### config.mk
export PLATFORM = sky130hd
export DESIGN_NAME = stf_speed_flags
export DESIGN_NICKNAME = d
export VERILOG_FILES = /design/src/verilog/stf_pkg.sv /design/src/verilog/stf_param_store.sv /design/src/verilog/stf_speed_flags.sv
export SDC_FILE = /design/constraint.sdc
export NUM_CORES = 1
export LEC_CHECK = 0
export ABC_AREA = 1
export CAP_MARGIN = 30
export CORE_MARGIN = 5
export CORE_UTILIZATION = 60
export CTS_CLUSTER_DIAMETER = 60
export DETAILED_ROUTE_END_ITERATION = 10
export DONT_BUFFER_PORTS = 1
export GPL_ROUTABILITY_DRIVEN = 0
export PLACE_DENSITY = 0.76
export RECOVER_POWER = 50
export REMOVE_ABC_BUFFERS = 1
export SLEW_MARGIN = 5
export SYNTH_ARGS = -nofsm -noshare
export SYNTH_HDL_FRONTEND = slang
export SYNTH_SLANG_ARGS = --single-unit
### constraint.sdc
create_clock -name clk -period 20.7 [get_ports clk]
set_input_delay 2.07 -clock clk [delete_from_list [all_inputs] [get_ports clk]]
set_output_delay 2.07 -clock clk [all_outputs]
set_load 0.005 [all_outputs]
### src/verilog/stf_pkg.sv
// Package for the speed threshold flag block: setting indices, defaults, ranges,
// control modes and output terminal function codes.
// Assumes speeds arrive as signed whole r/min values on the control clock.
`default_nettype none

package stf_pkg;

  localparam int SPEED_W = 16;
  localparam int SET_W   = 14;
  localparam int IDX_W   = 4;
  localparam int N_SET   = 9;

  // Setting indices in the parameter store.
  localparam logic [IDX_W-1:0] IDX_SENS     = 4'h0;
  localparam logic [IDX_W-1:0] IDX_THR1     = 4'h1;
  localparam logic [IDX_W-1:0] IDX_REV_THR  = 4'h2;
  localparam logic [IDX_W-1:0] IDX_THR2     = 4'h3;
  localparam logic [IDX_W-1:0] IDX_THR3     = 4'h4;
  localparam logic [IDX_W-1:0] IDX_SEL_A    = 4'h5;
  localparam logic [IDX_W-1:0] IDX_SEL_B    = 4'h6;
  localparam logic [IDX_W-1:0] IDX_SEL_C    = 4'h7;
  localparam logic [IDX_W-1:0] IDX_SEL_RLY  = 4'h8;

  // Ranges and the special value that ties the reverse threshold to the forward one.
  localparam logic [SET_W-1:0] SENS_MAX     = 14'h0064;
  localparam logic [SET_W-1:0] SPEED_MAX    = 14'h0e10;
  localparam logic [SET_W-1:0] SAME_AS_FWD  = 14'h270f;
  localparam int               PERCENT      = 100;

  // Output terminal function codes.
  localparam logic [SET_W-1:0] FUNC_AT_SPEED = 14'h0001;
  localparam logic [SET_W-1:0] FUNC_CMD1     = 14'h0004;
  localparam logic [SET_W-1:0] FUNC_CMD2     = 14'h0005;
  localparam logic [SET_W-1:0] FUNC_CMD3     = 14'h0006;
  localparam logic [SET_W-1:0] FUNC_FBK1     = 14'h0007;
  localparam logic [SET_W-1:0] FUNC_FBK2     = 14'h0008;
  localparam logic [SET_W-1:0] FUNC_FBK3     = 14'h0009;
  localparam logic [SET_W-1:0] FUNC_NONE     = 14'h270f;

  // Reset values of the settings.
  localparam logic [SET_W-1:0] SENS_RST      = 14'h000a;
  localparam logic [SET_W-1:0] THR1_RST      = 14'h012c;
  localparam logic [SET_W-1:0] REV_THR_RST   = 14'h270f;
  localparam logic [SET_W-1:0] THR2_RST      = 14'h02ee;
  localparam logic [SET_W-1:0] THR3_RST      = 14'h05dc;
  localparam logic [SET_W-1:0] SEL_A_RST     = 14'h270f;
  localparam logic [SET_W-1:0] SEL_B_RST     = 14'h0001;
  localparam logic [SET_W-1:0] SEL_C_RST     = 14'h270f;
  localparam logic [SET_W-1:0] SEL_RLY_RST   = 14'h270f;

  localparam logic [SET_W-1:0] SET_RST [N_SET] = '{
    SENS_RST, THR1_RST, REV_THR_RST, THR2_RST, THR3_RST,
    SEL_A_RST, SEL_B_RST, SEL_C_RST, SEL_RLY_RST
  };

  typedef enum logic [1:0] {
    MODE_SPEED    = 2'h0,
    MODE_VF       = 2'h1,
    MODE_TORQUE   = 2'h3,
    MODE_POSITION = 2'h2
  } stf_mode_t;

endpackage : stf_pkg

`default_nettype wire

### src/verilog/stf_param_store.sv
// Small register store for the block's settings, with one write port,
// one registered read port and every entry visible in parallel.
// Assumes writes are already checked for range by the caller.
`timescale 1ns/100ps
`default_nettype none

module stf_param_store #(
  parameter int                 DEPTH = 9,
  parameter int                 WIDTH = 14,
  parameter int                 AW    = 4,
  parameter logic [WIDTH-1:0]   INIT [DEPTH] = '{default: '0}
) (
  input  wire logic             clk,
  input  wire logic             reset,
  input  wire logic             wr_en,
  input  wire logic [AW-1:0]    wr_addr,
  input  wire logic [WIDTH-1:0] wr_data,
  input  wire logic [AW-1:0]    rd_addr,
  output var  logic [WIDTH-1:0] rd_data,
  output var  logic [WIDTH-1:0] entry [DEPTH]
);

  always_ff @(posedge clk) begin
    if (reset) begin
      entry <= INIT;
    end else if (wr_en && (int'(wr_addr) < DEPTH)) begin
      entry[wr_addr] <= wr_data;
    end
  end

  // Unmapped read addresses return zero.
  always_ff @(posedge clk) begin
    if (reset) begin
      rd_data <= '0;
    end else if (int'(rd_addr) < DEPTH) begin
      rd_data <= entry[rd_addr];
    end else begin
      rd_data <= '0;
    end
  end

endmodule : stf_param_store

`default_nettype wire

### src/verilog/stf_speed_flags.sv
// Speed threshold flags: up-to-speed and six speed detection flags routed to
// three digital outputs and one relay contact output.
// Assumes speeds and alarm come from logic on clk; start and the two inputs
// from terminals are asynchronous and are synchronised here.
//
// Operation
// - Up-to-speed sensitivity setting, 0 to 100 percent, resets to 10.
// - With encoder vector control, up-to-speed uses measured speed feedback.
// - Output b carries up-to-speed after reset; function code 1 selects it.
// - Detection flags appear only on terminals whose selection names them.
// - First flag on at or above first threshold, 0 to 3600, default 300.
// - Forward rotation uses first threshold, reverse uses the reverse threshold.
// - Reverse threshold 9999 means same as first threshold; default 9999.
// - Second flags on at or above second threshold, default 750, both directions.
// - Third flags on at or above third threshold, default 1500, both directions.
// - Command flags compare against the speed command.
// - Feedback flags use measured speed, or estimated speed without encoder.
// - Command flags work in speed and V/F control only.
// - In V/F control both flag sets use speed from output frequency.
// - Speed command used is the ramped command, not the raw setpoint.
// - Detection flags clear on alarm, output stop or reset input.
// - A zero threshold turns its flag on as soon as start is active.
`timescale 1ns/100ps
`default_nettype none

module stf_speed_flags #(
  parameter int SPEED_W = stf_pkg::SPEED_W,
  parameter int SET_W   = stf_pkg::SET_W
) (
  input  wire logic                      clk,
  input  wire logic                      reset,
  input  wire logic [1:0]                ctrl_mode,
  input  wire logic                      encoder_present,
  input  wire logic signed [SPEED_W-1:0] speed_command,
  input  wire logic signed [SPEED_W-1:0] speed_feedback,
  input  wire logic signed [SPEED_W-1:0] speed_estimate,
  input  wire logic signed [SPEED_W-1:0] speed_from_freq,
  input  wire logic signed [SPEED_W-1:0] speed_setpoint,
  input  wire logic                      alarm,
  input  wire logic                      start_cmd,
  input  wire logic                      output_stop_input,
  input  wire logic                      drive_reset_input,
  input  wire logic                      param_write,
  input  wire logic [3:0]                param_index,
  input  wire logic [SET_W-1:0]          param_data,
  input  wire logic [3:0]                param_read_index,
  output var  logic [SET_W-1:0]          param_read_data,
  output var  logic                      param_write_error,
  output var  logic                      at_speed_flag,
  output var  logic                      cmd_speed_detect1,
  output var  logic                      cmd_speed_detect2,
  output var  logic                      cmd_speed_detect3,
  output var  logic                      fbk_speed_detect1,
  output var  logic                      fbk_speed_detect2,
  output var  logic                      fbk_speed_detect3,
  output var  logic                      digital_out_a,
  output var  logic                      digital_out_b,
  output var  logic                      digital_out_c,
  output var  logic                      relay_contact_out
);

  logic [SET_W-1:0]          setting [stf_pkg::N_SET];
  logic                      write_ok;
  logic [2:0]                pin_meta;
  logic [2:0]                pin_sync;
  logic                      start_on;
  logic                      stop_on;
  logic                      rst_in_on;
  logic                      clear_flags;
  logic                      cmd_enabled;
  logic signed [SPEED_W-1:0] cmd_speed;
  logic signed [SPEED_W-1:0] fbk_speed;
  logic signed [SPEED_W-1:0] band_speed;
  logic [SET_W-1:0]          at_speed_sens;
  logic [SET_W-1:0]          thr1;
  logic [SET_W-1:0]          rev_thr;
  logic [SET_W-1:0]          thr2;
  logic [SET_W-1:0]          thr3;
  logic                      next_at_speed;
  logic [6:0]                flag_vec;

  function automatic logic [SPEED_W:0] speed_mag(input logic signed [SPEED_W:0] s);
    speed_mag = s[SPEED_W] ? (SPEED_W+1)'(-s) : (SPEED_W+1)'(s);
  endfunction : speed_mag

  // First-threshold choice by rotation sense, with 9999 meaning "as forward".
  function automatic logic [SET_W-1:0] thr1_for(input logic signed [SPEED_W-1:0] s,
                                                input logic [SET_W-1:0] fwd,
                                                input logic [SET_W-1:0] rev);
    if (s[SPEED_W-1] && (rev != stf_pkg::SAME_AS_FWD)) begin
      thr1_for = rev;
    end else begin
      thr1_for = fwd;
    end
  endfunction : thr1_for

  // A zero threshold follows start, since a speed compare at zero would
  // otherwise hold the flag on even while the drive is stopped.
  function automatic logic reached(input logic signed [SPEED_W-1:0] s,
                                   input logic [SET_W-1:0] thr,
                                   input logic start);
    if (thr == '0) begin
      reached = start;
    end else begin
      reached = speed_mag({s[SPEED_W-1], s}) >= (SPEED_W+1)'(thr);
    end
  endfunction : reached

  function automatic logic route(input logic [SET_W-1:0] sel, input logic [6:0] f);
    unique case (sel)
      stf_pkg::FUNC_AT_SPEED: route = f[0];
      stf_pkg::FUNC_CMD1:     route = f[1];
      stf_pkg::FUNC_CMD2:     route = f[2];
      stf_pkg::FUNC_CMD3:     route = f[3];
      stf_pkg::FUNC_FBK1:     route = f[4];
      stf_pkg::FUNC_FBK2:     route = f[5];
      stf_pkg::FUNC_FBK3:     route = f[6];
      default:                route = 1'b0;
    endcase
  endfunction : route

  function automatic logic setting_legal(input logic [3:0] idx, input logic [SET_W-1:0] d);
    unique case (idx)
      stf_pkg::IDX_SENS:    setting_legal = d <= stf_pkg::SENS_MAX;
      stf_pkg::IDX_THR1,
      stf_pkg::IDX_THR2,
      stf_pkg::IDX_THR3:    setting_legal = d <= stf_pkg::SPEED_MAX;
      stf_pkg::IDX_REV_THR: setting_legal = (d <= stf_pkg::SPEED_MAX) ||
                                            (d == stf_pkg::SAME_AS_FWD);
      stf_pkg::IDX_SEL_A,
      stf_pkg::IDX_SEL_B,
      stf_pkg::IDX_SEL_C,
      stf_pkg::IDX_SEL_RLY: setting_legal = (d == stf_pkg::FUNC_NONE) ||
                                            (d == stf_pkg::FUNC_AT_SPEED) ||
                                            ((d >= stf_pkg::FUNC_CMD1) &&
                                             (d <= stf_pkg::FUNC_FBK3));
      default:              setting_legal = 1'b0;
    endcase
  endfunction : setting_legal

  // Out-of-range writes are dropped whole so a stored setting is always legal.
  assign write_ok = param_write && setting_legal(param_index, param_data);

  stf_param_store #(
    .DEPTH (stf_pkg::N_SET),
    .WIDTH (SET_W),
    .AW    (stf_pkg::IDX_W),
    .INIT  (stf_pkg::SET_RST)
  ) u_store (
    .clk     (clk),
    .reset   (reset),
    .wr_en   (write_ok),
    .wr_addr (param_index),
    .wr_data (param_data),
    .rd_addr (param_read_index),
    .rd_data (param_read_data),
    .entry   (setting)
  );

  always_ff @(posedge clk) begin
    if (reset) begin
      param_write_error <= 1'b0;
    end else begin
      param_write_error <= param_write && !write_ok;
    end
  end

  assign at_speed_sens = setting[stf_pkg::IDX_SENS];
  assign thr1          = setting[stf_pkg::IDX_THR1];
  assign rev_thr       = setting[stf_pkg::IDX_REV_THR];
  assign thr2          = setting[stf_pkg::IDX_THR2];
  assign thr3          = setting[stf_pkg::IDX_THR3];

  // Terminal inputs cross two flip-flops before use.
  always_ff @(posedge clk) begin
    if (reset) begin
      pin_meta <= 3'h0;
      pin_sync <= 3'h0;
    end else begin
      pin_meta <= {start_cmd, output_stop_input, drive_reset_input};
      pin_sync <= pin_meta;
    end
  end

  assign start_on    = pin_sync[2];
  assign stop_on     = pin_sync[1];
  assign rst_in_on   = pin_sync[0];
  assign clear_flags = alarm || stop_on || rst_in_on;
  assign cmd_enabled = (ctrl_mode == stf_pkg::MODE_SPEED) ||
                       (ctrl_mode == stf_pkg::MODE_VF);

  // Speed sources; the command input is the post-ramp command.
  always_comb begin
    if (ctrl_mode == stf_pkg::MODE_VF) begin
      cmd_speed  = speed_from_freq;
      fbk_speed  = speed_from_freq;
      band_speed = speed_from_freq;
    end else begin
      cmd_speed  = speed_command;
      fbk_speed  = encoder_present ? speed_feedback : speed_estimate;
      band_speed = encoder_present ? speed_feedback : speed_command;
    end
  end

  // Error and band are compared by cross-multiplying, avoiding a divider.
  always_comb begin
    logic signed [SPEED_W:0] diff;
    logic [31:0]             lhs;
    logic [31:0]             rhs;
    diff = {band_speed[SPEED_W-1], band_speed} - {speed_setpoint[SPEED_W-1], speed_setpoint};
    lhs  = 32'(speed_mag(diff)) * 32'(stf_pkg::PERCENT);
    rhs  = 32'(at_speed_sens) * 32'(speed_mag({speed_setpoint[SPEED_W-1], speed_setpoint}));
    next_at_speed = lhs <= rhs;
  end

  always_ff @(posedge clk) begin
    if (reset) begin
      at_speed_flag <= 1'b0;
    end else begin
      at_speed_flag <= next_at_speed;
    end
  end

  always_ff @(posedge clk) begin
    if (reset || clear_flags || !cmd_enabled) begin
      cmd_speed_detect1 <= 1'b0;
      cmd_speed_detect2 <= 1'b0;
      cmd_speed_detect3 <= 1'b0;
    end else begin
      cmd_speed_detect1 <= reached(cmd_speed, thr1_for(cmd_speed, thr1, rev_thr), start_on);
      cmd_speed_detect2 <= reached(cmd_speed, thr2, start_on);
      cmd_speed_detect3 <= reached(cmd_speed, thr3, start_on);
    end
  end

  always_ff @(posedge clk) begin
    if (reset || clear_flags) begin
      fbk_speed_detect1 <= 1'b0;
      fbk_speed_detect2 <= 1'b0;
      fbk_speed_detect3 <= 1'b0;
    end else begin
      fbk_speed_detect1 <= reached(fbk_speed, thr1_for(fbk_speed, thr1, rev_thr), start_on);
      fbk_speed_detect2 <= reached(fbk_speed, thr2, start_on);
      fbk_speed_detect3 <= reached(fbk_speed, thr3, start_on);
    end
  end

  assign flag_vec = {fbk_speed_detect3, fbk_speed_detect2, fbk_speed_detect1,
                     cmd_speed_detect3, cmd_speed_detect2, cmd_speed_detect1, at_speed_flag};

  always_ff @(posedge clk) begin
    if (reset) begin
      digital_out_a     <= 1'b0;
      digital_out_b     <= 1'b0;
      digital_out_c     <= 1'b0;
      relay_contact_out <= 1'b0;
    end else begin
      digital_out_a     <= route(setting[stf_pkg::IDX_SEL_A], flag_vec);
      digital_out_b     <= route(setting[stf_pkg::IDX_SEL_B], flag_vec);
      digital_out_c     <= route(setting[stf_pkg::IDX_SEL_C], flag_vec);
      relay_contact_out <= route(setting[stf_pkg::IDX_SEL_RLY], flag_vec);
    end
  end
endmodule : stf_speed_flags

`default_nettype wire

==> results_dict.tcl <==
set metrics [dict create \
    start_util 0.6059 \
    power.density_nw_per_um2 94.99 \
    synth_xor_area_frac 0.02769 \
    worstPathMaxFanout 8 \
    min_from "pin_meta[0]" \
    clk_latency_ns 0.44 \
    violations "capacitance limit, slew limit" \
    h-tree-depth 4 \
    crit_top_cell "inv_1" \
    drc 0 \
    overflow 0 \
    report.final.slew_viol_count 57 \
    dp_hpwl_mm 58.41 \
    max-slew-margin-rel -0.8537 \
    fin_crit_sh 0.4459 \
    leakage_uw 0.01314 \
    final_common_cell "nand2_1" \
    final_area_um2 24120 \
    setup_violations 0 \
    synthCells 3554 \
    grt_pass1_wl_mm 115.5 \
    layout_common_cells "nand2_1 (937), inv_1 (608), nor2_1 (407)" \
    cp-end-kind "flop" \
    r2r_start "u_store.entry[124]" \
    fin_nets 4061 \
    syn_avg_cell_area_um2 6.573 \
    core.rowCount 72 \
    worst_setup_path_start_kind "input pin" \
    worstPathRequired_ns 21.09 \
    worstSetupPathType "in2reg" \
    yosys_warnings 0 \
    cts_buffers 17 \
    grt_pass1_vias 22584 \
    tns_ns 0 \
    drv_cap 1 \
    crit_cells 38 \
    drt_iter0_markers 2714 \
    vias 23380 \
    max_freq_mhz 108.3 \
    final_antenna_net_count 0 \
    track_usage 0.3253 \
    synth_cell_types 55 \
    die_area_um2 42980 \
    arrival_ns 9.62 \
    die_y_um 207.3 \
    synthMuxAreaShare 0 \
    rsz0062_at_grt "no" \
    dr.pass1.iters 7 \
    synthesis.area_um2 23360 \
    ctsResizeCount 0 \
    slowest_delay_ns 0.55 \
    antenna_found_initial 0 \
    fillers 3631 \
    status "finished, violations left" \
    wl_mm 71.71 \
    crit_start "speed_setpoint[1]" \
    grt_max_degree 64 \
    drive_gt1_frac 0.02546 \
    min_delay_path_depth 2 \
    port_buffers 0 \
    ctsHoldBuffers 0 \
    tritoncts "built" \
    final.min_clock_period_ns 9.231 \
    cts_setup_buffers 0 \
    dpl_cell_area_um2 23590 \
    synth_top_family_by_area "simple AND/OR/NAND/NOR gates" \
    clk_pin_slew_ns 0.08 \
    synth_compound_area_frac 0.09341 \
    seq_area_frac_synth 0.1354 \
    final_hold_viol_count 0 \
    die_w_um 207.3 \
    vias_per_cell 5.825 \
    yosys.area_share.simple 0.3113 \
    critical-path-top-delay-family "adder cells" \
    root_buffer "clkbuf_16" \
    fp.coreArea_um2 38560 \
    ir_drop_uv 235.3 \
    worst_slew_pin_slew_ns 2.780 \
    clockBufferDepth 2 \
    diodes 0 \
    io_pins 138 \
    ys_ff_latch 158 \
    hp-class "reg2reg" \
    critPathBufInv 8 \
    synthAdderAreaFrac 0.3107 \
    clock_skew_ns 0.01757 \
    clkSinkCount 158 \
    wl_per_cell_um 17.87 \
    r2r_cells 27 \
    synthToLayoutAreaGrowth_pct 3.267 \
    cp_slowest_cell "fa_1" \
]
==> worst min-delay path, cell delays in order, from the launching register on <==
cell,delay [ns]
dfxtp_1,0.30
inv_1,0.04
nor2_1,0.03
==> metrics by stage <==
step | total power, uW | cells | hold WS, ns | worst slack (ns) | utilization
final | 2291 | 4014 | 0.4051 | 11.47 | 0.6256
after global routing | 2559 | 4014 | 0.4523 | 10.85 | 0.6256
after CTS | 2280 | 4013 | 0.4074 | 11.58 | 0.6268
after detailed placement | 1962 | 3981 | 0.3970 | 11.16 | 0.6118
after global placement | 1919 | 3981 | 0.3960 | 11.33 | 0.6118
after floorplan | 1588 | 3459 | 0.3883 | 11.96 | -
==> per-layer routing <==
layer / share of wire / GRT usage / vias up
met1: 0.38 / 0.3965 / 10864
met3: 0.090 / 0.06030 / 317
met2: 0.47 / 0.5578 / 1191
met5: 0 / 0 / -
li1: - / - / 11008
met4: 0.061 / 0.1530 / 0
==> sequential cells by signal, summed over array words and instances (netlist names) <==
name               count
fbk_speed_detect2      1
u_store.entry        126
cmd_speed_detect1      1
digital_out_b          1
fbk_speed_detect3      1
cmd_speed_detect3      1
cmd_speed_detect2      1
fbk_speed_detect1      1
pin_sync               3
param_write_error      1
digital_out_c          1
relay_contact_out      1
pin_meta               3
at_speed_flag          1
u_store.rd_data       14
digital_out_a          1
==> power by group <==
part | switching [uW] | internal (uW)
sequential | 5.04 | 307
clock | 141 | 171
combinational | 1030 | 640
==> synth_stat cells (all sizes together) <==
library cell  instances  area, um2
nand2               947       3595
inv                 615       2311
nor2                416       1612
ha                  276       3453
nand3               239       1229
fa                  190       3804
a21oi               181      905.9
dfxtp               158       3163
o21ai               156      788.3
nand4                62      402.9
clkbuf               61      229.0
buf                  46      272.8
xor2                 46      410.4
nor3                 29      199.0
xnor2                27      236.5
o211ai               14      110.1
nand3b               11      82.58
nor4                 11      68.82
o21bai               10      75.07
a31oi                 8      50.05
or2                   7      43.79
a211oi                6      50.05
a31o                  6      52.55
clkinv                5      18.77
o31ai                 5      37.54
o21a                  4      30.03
a21boi                3      22.52
and2                  3      18.77
o221ai                3      26.28
conb                  2      7.510
nor3b                 2      15.01
a21o                  1      7.510
and3                  1      6.260
o221a                 1      11.26
o22ai                 1      6.260
o311ai                1      8.760
==> path summary, 6_finish.rpt <==
path,endpoint,slack (ns)
setup / recovery,at_speed_flag,11.47
hold reg to reg,pin_sync[0],0.41
setup reg to reg,at_speed_flag,13.45
hold / removal,pin_sync[0],0.41
==> cells by family (layout without fill, tap and decap cells) <==
kind of cell / after synthesis / in the layout
flops: 158 / 158
compound gates: 400 / 400
simple gates: 1728 / 1728
xor+xnor: 73 / 73
buf+inv: 727 / 657
fa+ha+maj: 466 / 466
other cells: 2 / 14
==> layout make-up <==
class / count / area [um2] / share of cell area
clock inverters: 14 / 151.4 / 0.006276
multi-input cells: 2681 / 17370 / 0.7201
repair buffers: 5 / 30.03 / 0.001245
inverters: 620 / 2330 / 0.09658
flip-flops and latches: 158 / 3163 / 0.1311
well taps: 518 / 648.1 / 0.02687
clock buffers: 18 / 429.2 / 0.01779
Power figures use the tool's default switching activity.
